<file path="src/speech_cmd_pkg.sv">
// shared constants and types for the wake, sleep and analog setup command link
// Behaviour
// - wake byte leaves sleep for standby
// - asleep, only wake byte is obeyed
// - sleep byte returns standby to sleep
// - duplicate mode: bytes sent twice, must match
// - duplicate mode off until wake sets it
// - analog setup is two bytes, fixed layout
// - analog setup ignored asleep, transitioning, playing
// - sleep clears held analog settings; resend after wake
// - host zeroes channel volume before analog power-up
// - analog settings default at reset and sleep
// - class bit: 0 class AB, 1 class D
// - highpass bit inserts 200Hz high-pass filter
// - fade bit makes halt fade out
// - channel busy low throughout fade-out
// - dac gain 00 off, 01 -6dB, 10 0dB
// - external gain 00 off, 01 -6dB, 10 0dB
// - host feeds external input after busy high
// - suppression bit picks line ramp durations
// - speaker uses low enable, line uses high
// - host never sets line enable with class D
// - byte units, sent only while command ready
package speech_cmd_pkg;

   localparam int unsigned CLK_NS = 8;
   localparam int unsigned CMD_PROC_NS = 1000;
   localparam int unsigned WAKE_NS = 2000;
   localparam int unsigned SLEEP_NS = 2000;
   localparam int unsigned CMD_PROC_CYC = (CMD_PROC_NS + CLK_NS - 1) / CLK_NS;
   localparam int unsigned WAKE_CYC = (WAKE_NS + CLK_NS - 1) / CLK_NS;
   localparam int unsigned SLEEP_CYC = (SLEEP_NS + CLK_NS - 1) / CLK_NS;
   localparam int unsigned SCLK_HALF_CYC = 10;
   localparam int unsigned HOST_GUARD_CYC = 16;

   localparam logic [7:0] SLEEP_CMD = 8'h20;
   localparam logic [5:0] ANALOG_PREFIX = 6'h01;
   localparam int unsigned DUP_BIT = 0;
   localparam int unsigned AMP_CLASS_BIT = 1;
   localparam int unsigned HIGHPASS_BIT = 0;
   localparam int unsigned FADE_BIT = 7;
   localparam int unsigned DAC_GAIN_LSB = 5;
   localparam int unsigned EXT_GAIN_LSB = 3;
   localparam int unsigned LINE_PWR_BIT = 2;
   localparam int unsigned SPK_PWR_BIT = 1;
   localparam int unsigned SUPPRESS_BIT = 0;

   localparam logic [1:0] REG_TX = 2'h0;
   localparam logic [1:0] REG_STATUS = 2'h1;
   localparam logic [1:0] REG_CONTROL = 2'h2;

   typedef struct packed {
      logic amp_class_select;
      logic highpass_enable;
      logic fade_on_halt;
      logic [1:0] dac_gain;
      logic [1:0] ext_in_gain;
      logic line_power_enable;
      logic speaker_power_enable;
      logic click_suppress;
   } analog_t;

   localparam analog_t ANALOG_DEFAULT = 10'h000;

   typedef enum logic [1:0] {
      st_down = 2'b00,
      st_rising = 2'b01,
      st_standby = 2'b10,
      st_falling = 2'b11
   } power_state_t;

   typedef enum logic [1:0] {
      h_idle = 2'b00,
      h_wait = 2'b01,
      h_shift = 2'b10,
      h_guard = 2'b11
   } host_state_t;

endpackage

</file>
<file path="src/speech_link_if.sv">
// serial command link between the host controller and the speech device
`timescale 1ns/1ps
`default_nettype none
interface speech_link_if;
   logic sclk;
   logic cs_n;
   logic sdata;
   logic command_busy_n;
   logic channel_busy_n;
   modport device (input sclk, input cs_n, input sdata, output command_busy_n, output channel_busy_n);
   modport host (output sclk, output cs_n, output sdata, input command_busy_n, input channel_busy_n);
endinterface
`default_nettype wire

</file>
<file path="src/speech_device_end.sv">
// device end: serial intake and decoding of wake, sleep and analog setup commands
//
// The address map and the plain strobed port were left to the implementer.
`timescale 1ns/1ps
`default_nettype none
module speech_device_end #(
   parameter int unsigned PROC_CYC = speech_cmd_pkg::CMD_PROC_CYC,
   parameter int unsigned WAKE_TIME_CYC = speech_cmd_pkg::WAKE_CYC,
   parameter int unsigned SLEEP_TIME_CYC = speech_cmd_pkg::SLEEP_CYC
)(
   input wire logic clock,
   input wire logic srst,
   speech_link_if.device lk,
   input wire logic playing,
   input wire logic halt_req,
   input wire logic fade_done,
   output speech_cmd_pkg::analog_t analog,
   output logic dac_path_on,
   output logic dac_path_0db,
   output logic ext_path_on,
   output logic ext_path_0db,
   output logic line_ramp_suppressed,
   output logic awake,
   output logic dup_mode,
   output logic dup_mismatch,
   output logic fade_start
);
   import speech_cmd_pkg::*;

   typedef struct packed {
      logic [2:0] sclk_sync;
      logic [2:0] cs_sync;
      logic [2:0] data_sync;
      logic sclk_f;
      logic cs_n_f;
      logic data_f;
      logic [7:0] shift;
      logic [2:0] bit_cnt;
      logic [7:0] copy;
      logic have_copy;
      logic [7:0] first;
      logic analog_pending;
      power_state_t pstate;
      logic [15:0] cnt;
      logic dup;
      analog_t analog;
      logic dac_on;
      logic dac_0db;
      logic ext_on;
      logic ext_0db;
      logic line_supp;
      logic awake;
      logic fading;
      logic fade_start;
      logic dup_mismatch;
      logic cmd_busy_n;
      logic chan_busy_n;
   } dev_t;

   dev_t q;
   dev_t d;

   // gain field to {path on, 0 dB}; only meaningful with the class AB speaker amplifier
   function automatic logic [1:0] path_gain(input logic [1:0] gain, input logic class_d);
      logic [1:0] r;
      r = 2'b00;
      if (!class_d) begin
         unique case (gain)
            2'b00: r = 2'b00;
            2'b01: r = 2'b10;
            2'b10: r = 2'b11;
            2'b11: r = 2'b11;
         endcase
      end
      return r;
   endfunction

   function automatic analog_t decode_setup(input logic [7:0] b1, input logic [7:0] b2);
      analog_t a;
      a.amp_class_select = b1[AMP_CLASS_BIT];
      a.highpass_enable = b1[HIGHPASS_BIT];
      a.fade_on_halt = b2[FADE_BIT];
      a.dac_gain = b2[DAC_GAIN_LSB +: 2];
      a.ext_in_gain = b2[EXT_GAIN_LSB +: 2];
      a.line_power_enable = b2[LINE_PWR_BIT];
      a.speaker_power_enable = b2[SPK_PWR_BIT];
      a.click_suppress = b2[SUPPRESS_BIT];
      return a;
   endfunction

   always_comb begin
      logic rise;
      logic rx_valid;
      logic exec;
      logic [7:0] rx;
      rise = 1'b0;
      rx_valid = 1'b0;
      exec = 1'b0;
      rx = 8'h00;
      d = q;
      d.fade_start = 1'b0;
      d.dup_mismatch = 1'b0;

      // three-stage pin sampling, a level counts once stages two and three agree
      d.sclk_sync = {q.sclk_sync[1:0], lk.sclk};
      d.cs_sync = {q.cs_sync[1:0], lk.cs_n};
      d.data_sync = {q.data_sync[1:0], lk.sdata};
      if (q.sclk_sync[2] == q.sclk_sync[1]) begin
         d.sclk_f = q.sclk_sync[2];
      end
      if (q.cs_sync[2] == q.cs_sync[1]) begin
         d.cs_n_f = q.cs_sync[2];
      end
      if (q.data_sync[2] == q.data_sync[1]) begin
         d.data_f = q.data_sync[2];
      end
      rise = d.sclk_f && !q.sclk_f;

      // byte assembly, msb first on rising serial clock
      if (q.cs_n_f) begin
         d.bit_cnt = 3'd0;
      end else if (rise) begin
         d.shift = {q.shift[6:0], q.data_f};
         d.bit_cnt = q.bit_cnt + 3'd1;
         if (q.bit_cnt == 3'd7) begin
            rx_valid = 1'b1;
            rx = {q.shift[6:0], q.data_f};
         end
      end

      // processing timer and power transitions
      if (q.cnt != 16'd0) begin
         d.cnt = q.cnt - 16'd1;
         if (q.cnt == 16'd1) begin
            d.cmd_busy_n = 1'b1;
            if (q.pstate == st_rising) begin
               d.pstate = st_standby;
            end
            if (q.pstate == st_falling) begin
               d.pstate = st_down;
               d.analog = ANALOG_DEFAULT;
               d.dup = 1'b0;
               d.analog_pending = 1'b0;
            end
         end
      end

      if (rx_valid) begin
         d.cmd_busy_n = 1'b0;
         d.cnt = 16'(PROC_CYC);
         if (q.dup) begin
            if (!q.have_copy) begin
               d.copy = rx;
               d.have_copy = 1'b1;
            end else begin
               d.have_copy = 1'b0;
               if (rx == q.copy) begin
                  exec = 1'b1;
               end else begin
                  d.analog_pending = 1'b0;
                  d.dup_mismatch = 1'b1;
               end
            end
         end else begin
            exec = 1'b1;
         end
      end

      if (exec) begin
         if (q.analog_pending) begin
            d.analog_pending = 1'b0;
            if (q.pstate == st_standby && !playing) begin
               d.analog = decode_setup(q.first, rx);
            end
         end else begin
            unique case (q.pstate)
               st_down: begin
                  if (rx[7:1] == 7'h00) begin
                     d.pstate = st_rising;
                     d.dup = rx[DUP_BIT];
                     d.cnt = 16'(WAKE_TIME_CYC);
                  end
               end
               st_rising, st_standby, st_falling: begin
                  if (rx[7:2] == ANALOG_PREFIX) begin
                     d.first = rx;
                     d.analog_pending = 1'b1;
                  end else if (rx == SLEEP_CMD && q.pstate == st_standby && q.chan_busy_n) begin
                     // held settings stay applied through the ramp-down, then clear
                     d.pstate = st_falling;
                     d.cnt = 16'(SLEEP_TIME_CYC);
                  end
               end
            endcase
         end
      end

      if (fade_done) begin
         d.fading = 1'b0;
      end
      if (halt_req && playing && q.analog.fade_on_halt) begin
         d.fading = 1'b1;
         d.fade_start = 1'b1;
      end
      d.chan_busy_n = !(playing || d.fading);

      {d.dac_on, d.dac_0db} = path_gain(d.analog.dac_gain, d.analog.amp_class_select);
      {d.ext_on, d.ext_0db} = path_gain(d.analog.ext_in_gain, d.analog.amp_class_select);
      d.line_supp = d.analog.line_power_enable && d.analog.click_suppress;
      d.awake = (d.pstate == st_standby);
   end

   always_ff @(posedge clock) begin
      if (srst) begin
         q <= '0;
         q.sclk_sync <= 3'h7;
         q.cs_sync <= 3'h7;
         q.sclk_f <= 1'b1;
         q.cs_n_f <= 1'b1;
         q.pstate <= st_down;
         q.analog <= ANALOG_DEFAULT;
         q.cmd_busy_n <= 1'b1;
         q.chan_busy_n <= 1'b1;
      end else begin
         q <= d;
      end
   end

   assign lk.command_busy_n = q.cmd_busy_n;
   assign lk.channel_busy_n = q.chan_busy_n;
   assign analog = q.analog;
   assign dac_path_on = q.dac_on;
   assign dac_path_0db = q.dac_0db;
   assign ext_path_on = q.ext_on;
   assign ext_path_0db = q.ext_0db;
   assign line_ramp_suppressed = q.line_supp;
   assign awake = q.awake;
   assign dup_mode = q.dup;
   assign dup_mismatch = q.dup_mismatch;
   assign fade_start = q.fade_start;
endmodule
`default_nettype wire

</file>
<file path="src/flat_wrapper.sv">
// flat-port wrapper written by rule: the top's interface ports become plain ports
module speech_device_end_flat import speech_cmd_pkg::*;
#(
   parameter int unsigned PROC_CYC = speech_cmd_pkg::CMD_PROC_CYC,
   parameter int unsigned WAKE_TIME_CYC = speech_cmd_pkg::WAKE_CYC,
   parameter int unsigned SLEEP_TIME_CYC = speech_cmd_pkg::SLEEP_CYC
)
  (clock, srst, playing, halt_req, fade_done, analog, dac_path_on, dac_path_0db, ext_path_on, ext_path_0db, line_ramp_suppressed, awake, dup_mode, dup_mismatch, fade_start, lk_sclk, lk_cs_n, lk_sdata, lk_command_busy_n, lk_channel_busy_n);
  speech_link_if lk_i ();
  input wire logic clock;
  input wire logic srst;
  input wire logic playing;
  input wire logic halt_req;
  input wire logic fade_done;
  output speech_cmd_pkg::analog_t analog;
  output logic dac_path_on;
  output logic dac_path_0db;
  output logic ext_path_on;
  output logic ext_path_0db;
  output logic line_ramp_suppressed;
  output logic awake;
  output logic dup_mode;
  output logic dup_mismatch;
  output logic fade_start;
  input wire logic [$bits(lk_i.sclk)-1:0] lk_sclk;
  input wire logic [$bits(lk_i.cs_n)-1:0] lk_cs_n;
  input wire logic [$bits(lk_i.sdata)-1:0] lk_sdata;
  output wire logic [$bits(lk_i.command_busy_n)-1:0] lk_command_busy_n;
  output wire logic [$bits(lk_i.channel_busy_n)-1:0] lk_channel_busy_n;
  assign lk_i.sclk = lk_sclk;
  assign lk_i.cs_n = lk_cs_n;
  assign lk_i.sdata = lk_sdata;
  assign lk_command_busy_n = lk_i.command_busy_n;
  assign lk_channel_busy_n = lk_i.channel_busy_n;
  speech_device_end #(.PROC_CYC(PROC_CYC), .WAKE_TIME_CYC(WAKE_TIME_CYC), .SLEEP_TIME_CYC(SLEEP_TIME_CYC)) u_core (.clock(clock), .srst(srst), .lk(lk_i), .playing(playing), .halt_req(halt_req), .fade_done(fade_done), .analog(analog), .dac_path_on(dac_path_on), .dac_path_0db(dac_path_0db), .ext_path_on(ext_path_on), .ext_path_0db(ext_path_0db), .line_ramp_suppressed(line_ramp_suppressed), .awake(awake), .dup_mode(dup_mode), .dup_mismatch(dup_mismatch), .fade_start(fade_start));
endmodule
</file>
<file path="config.mk">
export PLATFORM = sky130hd
export DESIGN_NAME = speech_device_end_flat
export DESIGN_NICKNAME = d
export VERILOG_FILES = /design/src/speech_cmd_pkg.sv /design/src/speech_link_if.sv /design/src/speech_device_end.sv /design/src/flat_wrapper.sv
export SDC_FILE = /design/constraint.sdc
export NUM_CORES = 1
export LEC_CHECK = 0
export BUFFER_PORTS_ARGS = -buffer_cell sky130_fd_sc_hd__buf_2
export CORE_MARGIN = 2
export CORE_UTILIZATION = 53
export CTS_CLUSTER_DIAMETER = 60
export DETAILED_ROUTE_END_ITERATION = 10
export MAX_ROUTING_LAYER = met4
export PLACE_DENSITY = 0.76
export SLEW_MARGIN = 20
export SYNTH_ARGS = -nofsm -noshare
export SYNTH_HDL_FRONTEND = slang
export SYNTH_SLANG_ARGS = --single-unit
</file>
<file path="constraint.sdc">
create_clock -name clock -period 2.5 [get_ports clock]
set_input_delay 0.5 -clock clock [delete_from_list [all_inputs] [get_ports clock]]
set_output_delay 0.5 -clock clock [all_outputs]
set_load 0.01 [all_outputs]
</file>
==> results_dict.tcl, run 1 <==
set metrics [dict create \
    status "finished clean" \
    fin_tns_setup_ns 0 \
    coreArea_sq_um 6310 \
    ys.flop_type "dfxtp_1" \
    clock.fmax_mhz 415 \
    comb_power_share 0.257 \
    die_h_microns 84.5 \
    synth_nets 404 \
    power.internal_mw 2.60 \
    via_count 2795 \
    critPathLaunchType "flip-flop" \
    cts_tree "done" \
    crit_path_cell_trace "inv_2 -> ha_4 -> or4b_4 -> nor4_4 -> mux2i_1 -> a21bo_4 -> a41oi_2 -> o22ai_2 -> and4_1" \
    row_count 29 \
    hp-class "input port to flip-flop" \
    track_usage 0.212 \
    start_util 0.544 \
    clk_pin_slew_worst_paths_ns 0.08 \
    cts_buffer_depth 2 \
    clock-sinks 74 \
    nNetsFinal 430 \
    yosysSeqAreaShare 0.432 \
    grt_max_degree 22 \
    setup_ws_ns 0.0927 \
    htreeDepth 3 \
    netSwitchingFraction 0.282 \
    grt_pass1_vias 2535 \
    end_kind "flip-flop" \
    drcViolationCount 0 \
    slew_headroom 0.608 \
    irDropWorstVdd_mv 0.644 \
    syn_area_per_cell_sq_um 8.87 \
    setup_viol 0 \
    synth_top_area_frac 0.432 \
    post-route-min-period_ns 2.41 \
    dr.pass1.iters 4 \
    cts_made_buffers 9 \
    wl_microns 7210 \
    io_pins 29 \
    power.density_nw_per_um2 911 \
    r2r_end "u_core.awake" \
    synth_area_sq_um 3430 \
    vias_per_cell 5.65 \
    ant_nets 0 \
    grt_pass1_wl_microns 11800 \
    slowest_stage "or4b_4" \
    cp_num_buf_inv 1 \
    yosys-top-cells-count "dfxtp_1, nor2_1, nand2_1" \
    hold_depth 2 \
    r2r_slack_ns 0.09 \
    critPathArrivalTime_ns 2.65 \
    p_total_mw 3.62 \
    dpl.hpwl_microns 4880 \
    worst_pin_slew_ns 0.587 \
    dp_slack_ns 0.0594 \
    fin_crit_sh 0.963 \
    die_area_sq_um 7140 \
    path_delay_family "simple AND/OR/NAND/NOR gates" \
    reg2reg_from "u_core.q[23]" \
    hold_viol 0 \
    synth_area_leaders "dfxtp_1, mux2i_1, o21ai_0" \
    gp_congestion 0.928 \
    antenna_found_initial 0 \
    cts-root-buf "clkbuf_8" \
    drt-initial-drc-count 178 \
    pwr-share-seq 0.386 \
    required_ns 2.74 \
    synth_edf_count 0 \
    clk-insertion-delay-late_ns 0.35 \
    crit_start "u_core.q[23]" \
    path_class "flip-flop to flip-flop" \
    clock_power_share 0.356 \
    p_sw_mw 1.02 \
    die_w_microns 84.5 \
    r2r_cells 9 \
    yosysTopAreaCell "dfxtp_1" \
    dp.cells 478 \
    max-cap-violations 0 \
    syn-instance-count 387 \
    crit_fanout 3 \
    avgRoutedWirePerCell_microns 14.6 \
    cpPeakStageDelay_ns 0.49 \
    io_buffers 28 \
    final_cell_count_no_fill 495 \
    synth_most_common_cell "dfxtp_1" \
    holdWs_ns 0.334 \
    finalClockSkew_ns 0.00954 \
    rsz0062_at_grt "true" \
    min-delay-start "lk_cs_n" \
    min_to "u_core.d[76]" \
    antenna_cells 0 \
    yosysWarnings 0 \
    syn2layout_area_growth_pct 15.9 \
    grt.overflow.total 0 \
    slew_violations 0 \
    async_flop_share 0 \
    synth_seq_cells 74 \
    p_leak_nw 1.53 \
    drive_above_1_share 0.215 \
    synth_cell_types 52 \
]
-- layout by cell type (no fill, tap or decap), types with 7 or more instances in the layout --
cell type / count
nand3_1: 23
inv_1: 7
dfxtp_1: 72
nand2_1: 31
nor2_1: 34
buf_2: 28
ha_1: 8
buf_4: 19
nor3_1: 9
o21ai_0: 28
mux2i_1: 17
clkbuf_8: 9
xnor2_1: 14
a21oi_1: 24
-- through the flow --
stage / area (sq um) / util
floorplan: 3430 / -
global placement: 3650 / 0.578
detailed placement: 3650 / 0.578
CTS: 3930 / 0.623
global route: 3980 / 0.630
finish: 3980 / 0.630
-- area by class of cell --
class                           instances  area [sq um]
Tap cell                               77          96.3
Clock buffer                           11           131
Inverter                                8          30.0
Clock inverter                          5           150
Fill cell                             525          2330
Timing Repair Buffer                   49           314
Multi-Input combinational cell        271          1770
Sequential cell                        74          1480
-- cell families (layout without fill, tap and decap cells) --
family,Yosys count,in the layout,synth area share
xor gates and xnor gates,18,18,0.0459
AOI/OAI and AO/OA,75,75,0.136
muxes,17,17,0.0496
DFF,74,74,0.432
and+or+nand+nor,152,152,0.243
buffers and inverters,42,73,0.0609
adders and majority gates,9,9,0.0328
-- flip-flops by register name (all words and copies together), names as in the netlist --
signal and cells:
u_core.q 47, u_core.analog 10, u_core.d 6, u_core.awake 1, u_core.dac_path_0db 1, u_core.dac_path_on 1
u_core.dup_mismatch 1, u_core.dup_mode 1, u_core.ext_path_0db 1, u_core.ext_path_on 1, u_core.fade_start 1, u_core.line_ramp_suppressed 1
u_core.lk.channel_busy_n 1, u_core.lk.command_busy_n 1
-- worst max path at each step --
stage / endpoint / slack [ns] / cells after the start
3_5_place_dp: u_core.awake / 0.06 / 9
2_1_floorplan: u_core.awake / 0.02 / 9
3_3_place_gp: u_core.awake / 0.13 / 9
4_1_cts: u_core.awake / 0.03 / 9
6_report: u_core.awake / 0.09 / 9
5_1_grt: u_core.awake / -0.02 / 9
-- repair_timing --
action | in CTS | in global routing
hold buffers | 0 | 0
resized for setup | 0 | 12
buffers inserted | 0 | 1
setup endpoints to repair | 0 | 19
-- power groups by stage --
stage | clock (mW) | combinational [mW] | sequential [mW]
floorplan | 0 | 0.718 | 1.40
global placement | 0 | 0.864 | 1.41
detailed placement | 0 | 0.876 | 1.42
CTS | 1.31 | 0.881 | 1.39
global route | 1.36 | 1.04 | 1.42
finish | 1.29 | 0.933 | 1.40
-- per-layer routing --
metal | vias up | wire length [microns] | track usage
li1 | 1407 | - | -
met1 | 1316 | 3340 | 0.275
met2 | 61 | 3450 | 0.328
met3 | 11 | 294 | 0.0393
met4 | 0 | 125 | 0.0837
met5 | - | 0 | -
Note: power is estimated with default switching activity, not from simulation.
==> run 2, diff against run 1 <==
--- a/config.mk
+++ b/config.mk
@@ -6,6 +6,7 @@
 export NUM_CORES = 1
 export LEC_CHECK = 0
 export BUFFER_PORTS_ARGS = -buffer_cell sky130_fd_sc_hd__buf_2
+export CORE_ASPECT_RATIO = 1.2
 export CORE_MARGIN = 2
 export CORE_UTILIZATION = 53
 export CTS_CLUSTER_DIAMETER = 60
==> run 2 against run 1 <==
Net effect: largest power group unchanged; critical path type unchanged; critical endpoint unchanged; first-iteration DRC count down 39%; non-clock buffer count down 5; sequential share of layout area up 1.2 points; final cell count up 0.61%.
==> results_dict.tcl, run 2 (synthesis gave the netlist of run 1 again) <==
set metrics [dict create \
    worst_pin_slew_ns 0.517 \
    slew_violations 0 \
    die_area_sq_um 7140 \
    die_h_microns 92.2 \
    grt_max_degree 26 \
    setup_viol 0 \
    cp_num_buf_inv 1 \
    p_leak_nw 1.46 \
    post-route-min-period_ns 2.41 \
    htreeDepth 3 \
    power.density_nw_per_um2 868 \
    crit_fanout 3 \
    rsz0062_at_grt "true" \
    top_register "u_core.q" \
    p_total_mw 3.35 \
    final_cell_count_no_fill 498 \
    layout_common_cells "dfxtp_1, nor2_1, nand2_1" \
    path_delay_family "simple AND/OR/NAND/NOR gates" \
    final_common_cell "dfxtp_1" \
    filler_cell_count 541 \
    dpl.hpwl_microns 5050 \
    largest_reg_flops 47 \
    drive_above_1_share 0.208 \
    final_util 0.606 \
    crit_path_cell_trace "inv_2 -> ha_2 -> or4b_4 -> nor4_4 -> mux2i_1 -> a21bo_4 -> a41oi_2 -> o22ai_2 -> and4_1" \
    ant_nets 0 \
    status "finished clean" \
    slowest_stage "or4b_4" \
    end_kind "flip-flop" \
    track_usage 0.223 \
    dpl_cell_area_sq_um 3620 \
    dr.pass1.iters 5 \
    finalClockSkew_ns 0.00721 \
    path_class "flip-flop to flip-flop" \
    avgRoutedWirePerCell_microns 14.6 \
    r2r_end "u_core.awake" \
    antenna_found_initial 0 \
    drcViolationCount 0 \
    clk-insertion-delay-late_ns 0.35 \
    hold_viol 0 \
    slew_headroom 0.654 \
    stdcell_area_sq_um 3860 \
    io_buffers 28 \
    io_pins 29 \
    cts-root-buf "clkbuf_8" \
    die_w_microns 77.5 \
    dp.cells 482 \
    irDropWorstVdd_mv 0.470 \
    critPathArrivalTime_ns 2.66 \
    hp-class "input port to flip-flop" \
    nNetsFinal 425 \
    max-cap-violations 0 \
    cts_buffer_depth 2 \
    syn2layout_area_growth_pct 12.4 \
    row_count 32 \
    grt_pass1_vias 2772 \
    cts_tree "done" \
    grt.overflow.total 0 \
    grt_pass1_wl_microns 12300 \
    cpPeakStageDelay_ns 0.49 \
    clk_pin_slew_worst_paths_ns 0.08 \
    reg2reg_from "u_core.q[23]" \
    crit_start "u_core.q[23]" \
    critPathLaunchType "flip-flop" \
    path_depth 9 \
    cp-endpoint "u_core.awake" \
    fin_crit_sh 0.965 \
    vias_per_cell 5.63 \
    r2r_slack_ns 0.09 \
    antenna_cells 0 \
    clock-sinks 74 \
    required_ns 2.75 \
    start_util 0.539 \
    coreArea_sq_um 6370 \
    wl_microns 7270 \
    r2r_cells 9 \
    clock.fmax_mhz 415 \
    cts_made_buffers 9 \
    drt-initial-drc-count 108 \
    via_count 2805 \
    gp_congestion 0.853 \
]
## run 2: cell count changes in the layout (fill, tap and decap cells not counted), moves of 2 or more
cell	before	now
inv_6	0	3
clkbuf_1	2	0
bufinv_16	5	2
buf_4	19	16
## run 2: what timing repair did
action / in CTS / in global routing
hold buffers: 0 / 0
hold endpoints to repair: 0 / 0
gates resized for setup: 0 / 7
buffers inserted: 0 / 0
setup endpoints to repair: 0 / 15
## run 2: through the flow
| stage | worst slack [ns] | setup TNS [ns] | hold slack (ns) |
|---|---|---|---|
| global route | -0.0117 | -0.0117 | 0.309 |
| finish | 0.0887 | 0 | 0.323 |
| floorplan | 0.0230 | 0 | 0.389 |
| detailed placement | 0.0573 | 0 | 0.395 |
| global placement | 0.149 | 0 | 0.392 |
| CTS | 0.0518 | 0 | 0.310 |
## run 2: cell type report
cell class | count | area [sq um] | area share
Sequential cell | 74 | 1480 | 0.385
Tap cell | 85 | 106 | 0.0276
Multi-Input combinational cell | 271 | 1760 | 0.455
Inverter | 8 | 30.0 | 0.00778
Clock buffer | 9 | 124 | 0.0321
Clock inverter | 7 | 98.8 | 0.0256
Timing Repair Buffer | 44 | 260 | 0.0674
## run 2: worst min-delay path by stage
stage	startpoint	to	slack (ns)	cells past startpoint
3_5_place_dp	u_core.d[79]	u_core.d[80]	0.39	1
4_1_cts	lk_sclk	u_core.d[79]	0.31	2
5_1_grt	lk_sclk	u_core.d[79]	0.31	2
6_report	lk_sclk	u_core.d[79]	0.32	2
3_3_place_gp	u_core.d[79]	u_core.d[80]	0.39	1
2_1_floorplan	u_core.d[76]	u_core.d[77]	0.39	1
## run 2: routing by layer
layer | global-route usage | up-vias | routed length [microns]
li1 | - | 1391 | -
met1 | 0.241 | 1353 | 3090
met2 | 0.382 | 43 | 3830
met3 | 0.0531 | 18 | 239
met4 | 0.109 | 0 | 106
met5 | - | - | 0
## run 2: power by group
group | internal [mW] | switching (mW) | leakage, nW
logic | 0.449 | 0.474 | 0.753
registers | 1.30 | 0.102 | 0.601
clock network | 0.570 | 0.457 | 0.111
